### src/shared/eemc_map.svh
/*
 * Register map, control field positions, reset values and timing counts
 * for the data EEPROM control block.
 * Assumes a 10 MHz system clock and a 32-bit Wishbone register bus.
 */
`ifndef EEMC_MAP_SVH
`define EEMC_MAP_SVH

// Byte offsets of the registers on the bus
`define EEMC_ADR_CTRL      8'h00
`define EEMC_ADR_ADDR_LO   8'h04
`define EEMC_ADR_ADDR_HI   8'h08
`define EEMC_ADR_DATA      8'h0C

// Field positions in the control register
`define EEMC_CTL_TSEL      7
`define EEMC_CTL_EEN       6
`define EEMC_CTL_ETRG      5
`define EEMC_CTL_MODE      4
`define EEMC_CTL_WEN       3
`define EEMC_CTL_WTRG      2
`define EEMC_CTL_REN       1
`define EEMC_CTL_RTRG      0

// Reset values
`define EEMC_CTRL_RST      8'h00
`define EEMC_ADDR_LO_RST   8'h00
`define EEMC_ADDR_HI_RST   2'h0
`define EEMC_DATA_RST      8'h00

// Page geometry
`define EEMC_PAGE_BYTES    16
`define EEMC_PAGE_LAST     4'hF

// Clock period in nanoseconds and cycle durations in microseconds
`define EEMC_CLK_NS        100
`define EEMC_ERASE_T0_US   3200
`define EEMC_ERASE_T1_US   3700
`define EEMC_WRITE_T0_US   2200
`define EEMC_WRITE_T1_US   3000
`define EEMC_US2CYC(us)    (((us) * 1000 + `EEMC_CLK_NS - 1) / `EEMC_CLK_NS)
`define EEMC_ERASE_T0_CYC  `EEMC_US2CYC(`EEMC_ERASE_T0_US)
`define EEMC_ERASE_T1_CYC  `EEMC_US2CYC(`EEMC_ERASE_T1_US)
`define EEMC_WRITE_T0_CYC  `EEMC_US2CYC(`EEMC_WRITE_T0_US)
`define EEMC_WRITE_T1_CYC  `EEMC_US2CYC(`EEMC_WRITE_T1_US)

`endif

### src/shared/eemc_pkg.sv
/*
 * Types shared by the data EEPROM control block.
 * Assumes eemc_map.svh for all numeric constants.
 */
package eemc_pkg;

    // Operation sequencer states
    typedef enum logic [1:0] {
        EEMC_IDLE  = 2'b00,
        EEMC_ERASE = 2'b01,
        EEMC_WRITE = 2'b10,
        EEMC_READ  = 2'b11
    } eemc_state_e;

    // Register slot decoded from a bus address
    typedef enum logic [2:0] {
        EEMC_SLOT_CTRL = 3'b000,
        EEMC_SLOT_ALO  = 3'b001,
        EEMC_SLOT_AHI  = 3'b010,
        EEMC_SLOT_DATA = 3'b011,
        EEMC_SLOT_NONE = 3'b100
    } eemc_slot_e;

    typedef logic [15:0] eemc_count_t;

endpackage

### src/rtl/eemc_page_buf.sv
/*
 * Sixteen-byte page buffer held in flip-flops.
 * Assumes one write port and one read port on the same clock.
 */
`timescale 1ns/1ps
`include "eemc_map.svh"
`default_nettype none

module eemc_page_buf (
    input  wire logic       sys_clk,
    input  wire logic       sys_rst,
    input  wire logic       wr_en,
    input  wire logic [3:0] wr_idx,
    input  wire logic [7:0] wr_data,
    input  wire logic [3:0] rd_idx,
    output logic      [7:0] rd_data
);

    typedef struct packed {
        logic [`EEMC_PAGE_BYTES-1:0][7:0] mem;
    } eemc_page_buf_s;

    eemc_page_buf_s q;
    eemc_page_buf_s d;

    // Read straight from the stored bytes
    assign rd_data = q.mem[rd_idx];

    // Each entry takes the write data when its index is addressed
    always_comb begin
        d = q;
        for (int i = 0; i < `EEMC_PAGE_BYTES; i++) begin
            if (wr_en && (wr_idx == 4'(i))) begin
                d.mem[i] = wr_data;
            end
        end
    end

    // State register
    always_ff @(posedge sys_clk) begin
        if (sys_rst) begin
            q <= '0;
        end else begin
            q <= d;
        end
    end

endmodule

`default_nettype wire

### src/rtl/eemc_timer.sv
/*
 * Down counter that times one erase or write cycle.
 * Assumes start is a one-cycle pulse and load is at least 1.
 */
`timescale 1ns/1ps
`default_nettype none

module eemc_timer (
    input  wire logic                  sys_clk,
    input  wire logic                  sys_rst,
    input  wire logic                  start,
    input  wire eemc_pkg::eemc_count_t load,
    output logic                       done
);

    typedef struct packed {
        eemc_pkg::eemc_count_t cnt;
    } eemc_timer_s;

    eemc_timer_s q;
    eemc_timer_s d;

    // Done in the last counted cycle, so a cycle spans exactly load cycles
    assign done = (q.cnt == 16'h0001);

    // Load on start, otherwise count down to zero
    always_comb begin
        d = q;
        if (start) begin
            d.cnt = load;
        end else if (q.cnt != 16'h0000) begin
            d.cnt = q.cnt - 16'h0001;
        end
    end

    // State register
    always_ff @(posedge sys_clk) begin
        if (sys_rst) begin
            q <= '0;
        end else begin
            q <= d;
        end
    end

endmodule

`default_nettype wire

### src/rtl/eemc_top.sv
/*
 * Data EEPROM control block: control, address and data registers on a
 * classic Wishbone slave, erase/write/read sequencing with timed cycles,
 * byte or page mode and a sixteen-byte page buffer.
 * Assumes the array takes a one-cycle command strobe and returns read
 * data in the same cycle as its read strobe.
 */
`timescale 1ns/1ps
`include "eemc_map.svh"
`default_nettype none

module eemc_top #(
    parameter logic [15:0] ERASE_T0_CYC = 16'(`EEMC_ERASE_T0_CYC),
    parameter logic [15:0] ERASE_T1_CYC = 16'(`EEMC_ERASE_T1_CYC),
    parameter logic [15:0] WRITE_T0_CYC = 16'(`EEMC_WRITE_T0_CYC),
    parameter logic [15:0] WRITE_T1_CYC = 16'(`EEMC_WRITE_T1_CYC)
) (
    input  wire logic        sys_clk,
    input  wire logic        sys_rst,
    input  wire logic        wb_cyc_i,
    input  wire logic        wb_stb_i,
    input  wire logic        wb_we_i,
    input  wire logic [7:0]  wb_adr_i,
    input  wire logic [3:0]  wb_sel_i,
    input  wire logic [31:0] wb_dat_i,
    output logic      [31:0] wb_dat_o,
    output logic             wb_ack_o,
    output logic      [9:0]  arr_addr,
    output logic      [7:0]  arr_wdata,
    output logic             arr_we,
    output logic             arr_erase,
    output logic             arr_re,
    output logic             arr_page,
    input  wire logic [7:0]  arr_rdata
);

    typedef struct packed {
        logic [7:0]            ctrl;
        logic [7:0]            alo;
        logic [1:0]            ahi;
        logic [7:0]            data;
        eemc_pkg::eemc_state_e st;
        logic                  ack;
        logic [7:0]            rdat;
        logic [9:0]            arr_addr;
        logic [7:0]            arr_wdata;
        logic                  arr_we;
        logic                  arr_erase;
        logic                  arr_re;
        logic                  arr_page;
        logic                  push_act;
        logic [3:0]            push_idx;
        logic [15:0]           elapsed;
    } eemc_top_s;

    eemc_top_s q;
    eemc_top_s d;

    logic                  tmr_start;
    eemc_pkg::eemc_count_t tmr_load;
    logic                  tmr_done;
    logic                  buf_we;
    logic [7:0]            buf_rdata;
    logic                  wr_go;
    logic                  ctl_wr;
    eemc_pkg::eemc_slot_e  slot;
    logic [7:0]            nv;
    logic                  erase_ok;
    logic                  write_ok;
    logic                  read_ok;

    // Bus address to register slot
    function automatic eemc_pkg::eemc_slot_e reg_slot(input logic [7:0] a);
        case (a)
            `EEMC_ADR_CTRL:    return eemc_pkg::EEMC_SLOT_CTRL;
            `EEMC_ADR_ADDR_LO: return eemc_pkg::EEMC_SLOT_ALO;
            `EEMC_ADR_ADDR_HI: return eemc_pkg::EEMC_SLOT_AHI;
            `EEMC_ADR_DATA:    return eemc_pkg::EEMC_SLOT_DATA;
            default:           return eemc_pkg::EEMC_SLOT_NONE;
        endcase
    endfunction

    // Low nibble step that stops at the page end
    function automatic logic [7:0] step_low(input logic [7:0] a);
        return (a[3:0] == `EEMC_PAGE_LAST) ? a : a + 8'h01;
    endfunction

    eemc_timer eemc_timer_inst (
        .sys_clk (sys_clk),
        .sys_rst (sys_rst),
        .start   (tmr_start),
        .load    (tmr_load),
        .done    (tmr_done)
    );

    // Page data collected here before a page write
    eemc_page_buf eemc_page_buf_inst (
        .sys_clk (sys_clk),
        .sys_rst (sys_rst),
        .wr_en   (buf_we),
        .wr_idx  (q.alo[3:0]),
        .wr_data (wb_dat_i[7:0]),
        .rd_idx  (q.push_idx),
        .rd_data (buf_rdata)
    );

    // Bus decode; a write lands at the edge where ack is high
    assign slot   = reg_slot(wb_adr_i);
    assign wr_go  = wb_cyc_i && wb_stb_i && wb_we_i && q.ack && wb_sel_i[0];
    assign ctl_wr = wr_go && (slot == eemc_pkg::EEMC_SLOT_CTRL)
                    && (q.st == eemc_pkg::EEMC_IDLE);
    assign nv     = wb_dat_i[7:0];

    // Trigger acceptance: erase first, then write, then read only if no write trigger
    assign erase_ok = nv[`EEMC_CTL_ETRG] && nv[`EEMC_CTL_EEN]
                      && q.ctrl[`EEMC_CTL_EEN];
    assign write_ok = nv[`EEMC_CTL_WTRG] && nv[`EEMC_CTL_WEN]
                      && q.ctrl[`EEMC_CTL_WEN] && !erase_ok;
    assign read_ok  = nv[`EEMC_CTL_RTRG] && nv[`EEMC_CTL_REN]
                      && q.ctrl[`EEMC_CTL_REN] && !erase_ok
                      && !nv[`EEMC_CTL_WTRG];

    // Next state: bus side first, sequencer second so it wins on overlap
    always_comb begin
        d           = q;
        d.arr_we    = 1'b0;
        d.arr_erase = 1'b0;
        d.arr_re    = 1'b0;
        tmr_start   = 1'b0;
        tmr_load    = 16'h0000;
        buf_we      = 1'b0;
        d.ack       = wb_cyc_i && wb_stb_i && !q.ack;
        if (wb_cyc_i && wb_stb_i && !q.ack) begin
            case (slot)
                eemc_pkg::EEMC_SLOT_CTRL: d.rdat = q.ctrl;
                eemc_pkg::EEMC_SLOT_ALO:  d.rdat = q.alo;
                eemc_pkg::EEMC_SLOT_AHI:  d.rdat = {6'h00, q.ahi};
                eemc_pkg::EEMC_SLOT_DATA: d.rdat = q.data;
                default:                  d.rdat = 8'h00;
            endcase
        end
        if (ctl_wr) begin
            d.ctrl                 = nv;
            d.ctrl[`EEMC_CTL_ETRG] = erase_ok;
            d.ctrl[`EEMC_CTL_WTRG] = write_ok;
            d.ctrl[`EEMC_CTL_RTRG] = read_ok;
            if (erase_ok) begin
                d.st        = eemc_pkg::EEMC_ERASE;
                d.arr_erase = 1'b1;
                d.arr_page  = nv[`EEMC_CTL_MODE];
                d.arr_addr  = nv[`EEMC_CTL_MODE]
                              ? {q.ahi, q.alo[7:4], 4'h0}
                              : {q.ahi, q.alo};
                tmr_start   = 1'b1;
                tmr_load    = nv[`EEMC_CTL_TSEL] ? ERASE_T1_CYC
                                                 : ERASE_T0_CYC;
            end else if (write_ok) begin
                d.st       = eemc_pkg::EEMC_WRITE;
                tmr_start  = 1'b1;
                tmr_load   = nv[`EEMC_CTL_TSEL] ? WRITE_T1_CYC
                                                : WRITE_T0_CYC;
                d.arr_page = nv[`EEMC_CTL_MODE];
                if (nv[`EEMC_CTL_MODE]) begin
                    d.push_act = 1'b1;
                    d.push_idx = 4'h0;
                end else begin
                    d.arr_we    = 1'b1;
                    d.arr_wdata = q.data;
                    d.arr_addr  = {q.ahi, q.alo};
                end
            end else if (read_ok) begin
                d.st       = eemc_pkg::EEMC_READ;
                d.arr_re   = 1'b1;
                d.arr_page = nv[`EEMC_CTL_MODE];
                d.arr_addr = {q.ahi, q.alo};
            end
        end else if (wr_go) begin
            case (slot)
                eemc_pkg::EEMC_SLOT_ALO: d.alo = nv;
                eemc_pkg::EEMC_SLOT_AHI: d.ahi = nv[1:0];
                eemc_pkg::EEMC_SLOT_DATA: begin
                    d.data = nv;
                    if (q.ctrl[`EEMC_CTL_MODE]) begin
                        buf_we = 1'b1;
                        d.alo  = step_low(q.alo);
                    end
                end
                default: d.data = q.data;
            endcase
        end
        // Sequencer
        unique case (q.st)
            eemc_pkg::EEMC_IDLE: begin
                d.push_act = d.push_act;
            end
            eemc_pkg::EEMC_ERASE: begin
                if (tmr_done) begin
                    d.st                   = eemc_pkg::EEMC_IDLE;
                    d.ctrl[`EEMC_CTL_ETRG] = 1'b0;
                    d.ctrl[`EEMC_CTL_EEN]  = 1'b0;
                end
            end
            eemc_pkg::EEMC_WRITE: begin
                if (q.push_act) begin
                    d.arr_we    = 1'b1;
                    d.arr_wdata = buf_rdata;
                    d.arr_addr  = {q.ahi, q.alo[7:4], q.push_idx};
                    d.push_idx  = q.push_idx + 4'h1;
                    d.push_act  = (q.push_idx != `EEMC_PAGE_LAST);
                end
                if (tmr_done) begin
                    d.st                   = eemc_pkg::EEMC_IDLE;
                    d.push_act             = 1'b0;
                    d.ctrl[`EEMC_CTL_WTRG] = 1'b0;
                    d.ctrl[`EEMC_CTL_WEN]  = 1'b0;
                end
            end
            eemc_pkg::EEMC_READ: begin
                d.st                   = eemc_pkg::EEMC_IDLE;
                d.data                 = arr_rdata;
                d.ctrl[`EEMC_CTL_RTRG] = 1'b0;
                if (q.ctrl[`EEMC_CTL_MODE]) begin
                    d.alo = step_low(q.alo);
                end
            end
        endcase
        // Cycles spent in the running timed operation, for the length checks
        if (tmr_start) begin
            d.elapsed = 16'h0000;
        end else if (q.st != eemc_pkg::EEMC_IDLE) begin
            d.elapsed = q.elapsed + 16'h0001;
        end
    end

    // State register; reset clears every control bit
    always_ff @(posedge sys_clk) begin
        if (sys_rst) begin
            q      <= '0;
            q.ctrl <= `EEMC_CTRL_RST;
        end else begin
            q <= d;
        end
    end

    // Outputs straight from flip-flops
    assign wb_dat_o  = {24'h000000, q.rdat};
    assign wb_ack_o  = q.ack;
    assign arr_addr  = q.arr_addr;
    assign arr_wdata = q.arr_wdata;
    assign arr_we    = q.arr_we;
    assign arr_erase = q.arr_erase;
    assign arr_re    = q.arr_re;
    assign arr_page  = q.arr_page;
endmodule

`default_nettype wire

### config.mk
export PLATFORM = sky130hd
export DESIGN_NAME = eemc_top
export DESIGN_NICKNAME = d
export VERILOG_FILES = /design/src/shared/eemc_pkg.sv /design/src/rtl/eemc_page_buf.sv /design/src/rtl/eemc_timer.sv /design/src/rtl/eemc_top.sv
export VERILOG_INCLUDE_DIRS = /design/src /design/src/shared
export SDC_FILE = /design/constraint.sdc
export NUM_CORES = 1
export LEC_CHECK = 0
export ABC_AREA = 1
export BUFFER_PORTS_ARGS = -buffer_cell sky130_fd_sc_hd__buf_2
export CORE_ASPECT_RATIO = 0.5
export CORE_MARGIN = 2
export CORE_UTILIZATION = 59
export CTS_CLUSTER_SIZE = 8
export DETAILED_ROUTE_END_ITERATION = 12
export GPL_TIMING_DRIVEN = 0
export PLACE_DENSITY = 0.87
export SKIP_LAST_GASP = 1
export SYNTH_ARGS = -nofsm -noshare
export SYNTH_HDL_FRONTEND = slang
export SYNTH_SLANG_ARGS = --single-unit
export TNS_END_PERCENT = 30
### constraint.sdc
create_clock -name sys_clk -period 2.8 [get_ports sys_clk]
set_clock_uncertainty 0.2 [all_clocks]
set_input_delay 0.7 -clock sys_clk [delete_from_list [all_inputs] [get_ports sys_clk]]
set_output_delay 0.7 -clock sys_clk [all_outputs]
set_load 0.05 [all_outputs]
==> reports/results.ini, run 1 <==
[outcome]
status=complete, no violations

[routing]
antenna_left=0
route.met2.wl_mm=14.8
highest_layer=met4
vias=11000
met1_length_mm=14.1
drt_iter0_drc=1509
wl_met3_mm=4.34
drtPass1Iterations=8
post-route-drc-count=0
wl_per_cell_um=18.9
viasPerCell=5.96
routed_wl_mm=34.8

[timing]
setup_ws_ns=0.0667
period_needed_ns=2.73
drv_slew=0
fmax_mhz=366
setup_viol=0
relSlewSlack_pct=47.3
tightest_slew_ns=0.790
grt_setup_unrepaired=no
finalHoldViolCount=0
period_share_pct=97.6

[clock_tree]
clkLatencyLatePin_ns=0.54
cts-root-buf=clkbuf_16
cts.htree.levels=1
clk_pin_slew_ns=0.05
cts_num_sinks=208
ctsHoldBuffers=0
postCtsSetupBuffers=0
cts_tree=yes
clock_path_buffers=3
cts_buffers=29
ctsResizeCount=0

[placed_design]
detailed_place.area_um2=11100
gp_congestion=1.01
io_buffers=53
place_ws_ns=-0.184
dp_hpwl_mm=25.2

[synth]
synth_top_area_cell=dfxtp_1
synth_top_area_share_pct=39.6
synthCells=1506
yosys_warnings=0
synth_cell_types=46
avgSynthCellArea_um2=6.98
ys_seq_area_share_pct=39.6
synthesis.area_um2=10500
synth_seq_cells=208
synth_area_leaders=dfxtp_1 40%, nand2_1 15%, a21oi_1 9.3%

[worst_setup_path]
endpoint_kind=flip-flop
crit_fanout=10
crit_required_ns=3.06
crit_type=flip-flop to flip-flop
worstPathArrival_ns=2.99
start_kind=flip-flop

[power]
irDropWorstVdd_uv=532
powerDensity_nw_per_um2=592
p_leak_uw=0.00465
p_total_uw=7040

[floorplan]
die_x_um=193
ios=112
coreArea_um2=17400
initial_core_util_pct=60.4
die_h_um=98.4
num_rows=34
fp.dieArea_um2=19000

[finish]
num-fill-cells=1508
num_antenna_cells=0
syn_to_final_growth_pct=13.1
fin_area_um2=11900
fin_util_pct=68.3
nets=1682
drive_above_1_share_pct=12.8

[run]
cap_violations=0

[global_route]
antenna_found_initial=0
grt.overflow.total=0
grt_pass1_wl_mm=53.6
grt_pass1_vias=10200
grt_start_max_net_pins=15
grt_usage_pct=36.7

[min_path]
min_path_type=input pin to flip-flop

-- path summary, 6_finish.rpt --
| check | depth (start not counted) | to | slack [ns] | start |
|---|---|---|---|---|
| worst min-delay path | 3 | q[58]$_SDFFE_PP0P_ | 0.26 | arr_rdata[4] |
| worst max-delay path | 8 | arr_wdata[5]$_SDFF_PP0_ | 0.07 | q[16]$_SDFF_PP0_ |
| worst max register to register | 8 | arr_wdata[5]$_SDFF_PP0_ | 0.07 | q[16]$_SDFF_PP0_ |
| worst min register to register | 2 | wb_dat_o[5]$_SDFFE_PP0P_ | 0.26 | wb_dat_o[5]$_SDFFE_PP0P_ |
-- metal layers --
metal  GRT usage (%)  vias up
li1                -     5120
met1            50.4     4984
met2            55.7      759
met3            6.90      134
met4            17.2        0
met5               0        -
-- Yosys cell counts (all sizes together) --
cell type  number
a211oi          1
a21oi         197
a22oi           8
a31oi           6
buf            68
clkbuf         62
clkinv         13
conb            1
dfxtp         208
ha             12
inv            90
nand2         415
nand3          59
nand4          18
nor2          155
nor3           10
nor3b           1
nor4            1
o2111ai         2
o211ai         16
o21a            1
o21ai         114
o21bai          1
o221ai         23
o22ai          12
or2             3
xnor2           5
xor2            4
-- cells in the final DEF, fill, tap and decap left out, types with 13 or more instances in the layout --
cell type and n:
conb_1 24, inv_2 13, o211ai_1 16, inv_1 77, dfxtp_1 208, o221ai_1 23, clkbuf_1 54, nor2_1 149
o21ai_0 113, buf_2 64, nand2_1 414, buf_4 53, clkbuf_16 29, a21oi_1 196, nand3_1 55
-- layout make-up --
type / instances / area, um^2 / share of cell area, %
Buffer: 130 / 747 / 6.29
Clock inverter: 1 / 8.76 / 0.0737
Sequential cell: 208 / 4160 / 35.0
Inverter: 103 / 425 / 3.58
Multi-Input combinational cell: 1088 / 5260 / 44.2
Timing Repair Buffer: 53 / 265 / 2.23
Tap cell: 234 / 293 / 2.46
Clock buffer: 29 / 726 / 6.11
-- power by group --
part	total [uW]	switching [uW]	internal [uW]
logic	891	593	297
registers	3100	64.5	3040
clock network	3040	1240	1800
total	7040	1900	5130
-- metrics by stage --
| stage | instances | hold slack [ns] | TNS [ns] |
|---|---|---|---|
| floorplan | 1529 | 0.241 | 0 |
| global placement | 1816 | 0.249 | -4.09 |
| detailed placement | 1816 | 0.253 | -6.44 |
| CTS | 1846 | 0.247 | 0 |
| global route | 1846 | 0.268 | 0 |
| finish | 1846 | 0.257 | 0 |
-- state kept, by name, indices dropped and copies added, names as in the netlist, named ones only --
register,count
eemc_page_buf_inst.q,128
arr_addr,10
q,32
arr_re,1
wb_ack_o,1
arr_page,1
arr_wdata,8
eemc_timer_inst.q,16
wb_dat_o,8
arr_erase,1
arr_we,1
-- worst max-delay path: stages (launching register included) --
cell and delay [ns]:
dfxtp_1 0.44, clkbuf_1 0.46, clkbuf_1 0.53, o21ai_0 0.17, o221ai_1 0.31, nand3_1 0.19, nand3_1 0.16, nand2_1 0.08
nor2_1 0.12
-- cell families (layout without fill, tap and decap cells) --
family | after synthesis | in the layout | synth area share (%)
XOR/XNOR | 9 | 9 | 0.750
AO/OA/AOI/OAI | 381 | 381 | 19.9
other | 1 | 24 | 0.0357
AND/OR/NAND/NOR | 662 | 662 | 27.0
adder cells (fa/ha/maj) | 12 | 12 | 1.43
buffers and inverters | 233 | 316 | 11.2
flip-flops | 208 | 208 | 39.6
(Power assumes the default switching activity.)
==> run 2, diff against run 1 <==
Settings changed: CTS_CLUSTER_SIZE 8 to unset, PLACE_DENSITY 0.87 to unset, PLACE_DENSITY_LB_ADDON set to 0.05.
==> run 2 against run 1 <==
Effect of this change: register-to-register slack better by 0.02 ns; cell area down 0.71%; global-route usage down 0.67 points; combinational power down 2%; non-clock buffer count unchanged; flip-flop and latch count unchanged; via count down 2.0%; fmax down 1.1%; wire length down 1.8%; cell count up 0.33%; power down 5.0%; setup slack worse by 0.031 ns.
==> reports/results.ini, run 2 (same netlist as run 1, synthesis figures left out) <==
[global_route]
grt.overflow.total=0  ; unchanged
grt_pass1_wl_mm=52.9  ; -1.5%
antenna_found_initial=0  ; unchanged
grt_pass1_vias=9681  ; -4.7%
grt_start_max_net_pins=15  ; unchanged
grt_usage_pct=36.0  ; -0.67 points

[routing]
drtPass1Iterations=6  ; -2
viasPerCell=5.82  ; -2.3%
drt_iter0_drc=1112  ; -26%
vias=10800  ; -2.0%
antenna_left=0  ; unchanged
post-route-drc-count=0  ; unchanged
wl_per_cell_um=18.5  ; -2.1%
routed_wl_mm=34.2  ; -1.8%

[placed_design]
place_ws_ns=-0.389  ; -0.205 ns
io_buffers=53  ; unchanged
detailed_place.area_um2=11100  ; unchanged
dp_hpwl_mm=25.1  ; -0.38%
dp_cells=1816  ; unchanged
gp_congestion=0.996  ; -1.1%

[worst_setup_path]
ff2ff_path_depth=8  ; unchanged
worstReg2RegEnd=arr_wdata[5]$_SDFF_PP0_
endpoint_kind=flip-flop
crit_fanout=10  ; unchanged
start_kind=input pin
crit_required_ns=2.96  ; -0.10 ns
rr_startpoint=q[16]$_SDFF_PP0_
worstPathArrival_ns=2.92  ; -0.07 ns
crit_type=input pin to flip-flop
rrSetupSlack_ns=0.09  ; +0.02 ns

[finish]
final_cell_mix=414 x nand2_1, 208 x dfxtp_1, 196 x a21oi_1
drive_above_1_share_pct=12.9  ; +0.084 points
num-fill-cells=1554  ; +3.1%
top_regs=eemc_page_buf_inst.q (128), q (32), eemc_timer_inst.q (16)
largest-register=eemc_page_buf_inst.q
syn_to_final_growth_pct=12.3
layout.cells.non_filler=1852  ; +0.33%
fin_area_um2=11800  ; -0.71%
final_common_cell=nand2_1
nets=1673  ; -0.54%
largest_reg_flops=128  ; unchanged

[clock_tree]
clkLatencyLatePin_ns=0.51  ; -0.03 ns
ctsHoldBuffers=0  ; unchanged
cts_tree=yes
clk_pin_slew_ns=0.07  ; +0.02 ns
clock_path_buffers=3  ; unchanged
cts-root-buf=clkbuf_16
cts.htree.levels=1  ; unchanged
cts_buffers=20  ; -31%
cts_num_sinks=208  ; unchanged

[floorplan]
ios=112  ; unchanged
die_h_um=98.4  ; unchanged
coreArea_um2=17400  ; unchanged
num_rows=34  ; unchanged
initial_core_util_pct=60.4  ; unchanged
die_x_um=193  ; unchanged
fp.dieArea_um2=19000  ; unchanged

[power]
powerDensity_nw_per_um2=566  ; -4.3%
p_total_uw=6680  ; -5.0%
p_leak_uw=0.00461  ; -0.83%
irDropWorstVdd_uv=480  ; -9.7%

[timing]
period_needed_ns=2.76  ; +0.0309 ns
finalHoldViolCount=0  ; unchanged
relSlewSlack_pct=43.3  ; -4.0 points
fmax_mhz=362  ; -1.1%
setup_ws_ns=0.0357  ; -0.0309 ns
tns_ns=0  ; unchanged
grt_setup_unrepaired=no
setup_viol=0  ; unchanged
tightest_slew_ns=0.851  ; +0.0603 ns
drv_slew=0  ; unchanged
period_share_pct=98.7  ; +1.1 points

[run]
cap_violations=0  ; unchanged

[min_path]
holdCritStartpoint=eemc_page_buf_inst.q[27]$_SDFFE_PP0P_
min_path_type=flip-flop to flip-flop
whs_path_depth=2  ; -1
hold_end=eemc_page_buf_inst.q[27]$_SDFFE_PP0P_

[outcome]
status=complete, no violations

[run 2: changes by cell type in the layout (fill, tap and decap cells not counted)]
cell,before,now
clkbuf_16,29,20
clkbuf_1,54,57
clkinv_2,3,5
clkinv_4,7,8
clkbuf_2,0,1
diode_2,0,1
inv_6,1,0
clkbuf_8,0,7
clkinv_8,0,1
[run 2: where the power goes]
group	internal, uW	leakage, uW	switching (uW)
registers	3030	0.00168	61.7
logic	297	0.00262	580
clock network	1510	0.000320	1200
[run 2: cell type report]
cell class	instances	area, um^2	share of cell area, %
antenna	1	2.50	0.0212
buffer	130	748	6.34
sequential	208	4160	35.3
clock inverter	4	35.0	0.297
tap	234	293	2.48
timing repair buffer	53	265	2.25
clock buffer	31	612	5.19
multi-input combinational	1088	5260	44.5
inverter	103	425	3.61
[run 2: worst max-delay path, cell delays in order]
cell      delay (ns)
buf_2           0.13
clkbuf_1        0.59
clkbuf_1        0.71
clkbuf_1        0.67
a21oi_1         0.11
[run 2: metal layers]
layer / up-vias / GRT usage (%) / share of wire, %
met1: 4950 / 50.8 / 43
met3: 97 / 8.02 / 11
met4: 0 / 12.6 / 3.4
li1: 5110 / - / -
met5: - / 0 / 0
met2: 625 / 54.1 / 42
[run 2: repair_timing]
item | 4_1_cts | 5_1_grt
endpoints found under the hold margin | 0 | 0
gates resized for setup | 0 | 3
setup endpoints to repair | 0 | 9
setup buffers | 0 | 0
[run 2: worst max-delay path by stage]
stage / start / end / slack (ns)
3_5_place_dp: sys_rst / eemc_page_buf_inst.q[87]$_SDFFE_PP0P_ / -0.39
4_1_cts: sys_rst / eemc_page_buf_inst.q[87]$_SDFFE_PP0P_ / 0.13
2_1_floorplan: wb_ack_o$_SDFF_PP0_ / eemc_page_buf_inst.q[31]$_SDFFE_PP0P_ / 0.55
3_3_place_gp: sys_rst / eemc_page_buf_inst.q[103]$_SDFFE_PP0P_ / -0.37
5_1_grt: q[16]$_SDFF_PP0_ / arr_wdata[5]$_SDFF_PP0_ / 0.05
6_report: sys_rst / q[18]$_SDFF_PP0_ / 0.04
[run 2: per-stage QoR]
stage	utilization (%)	hold slack (ns)
after floorplan	-	0.241
after global placement	64.1	0.249
after detailed placement	64.1	0.252
after CTS	67.8	0.262
after global routing	67.8	0.277
final	67.8	0.263
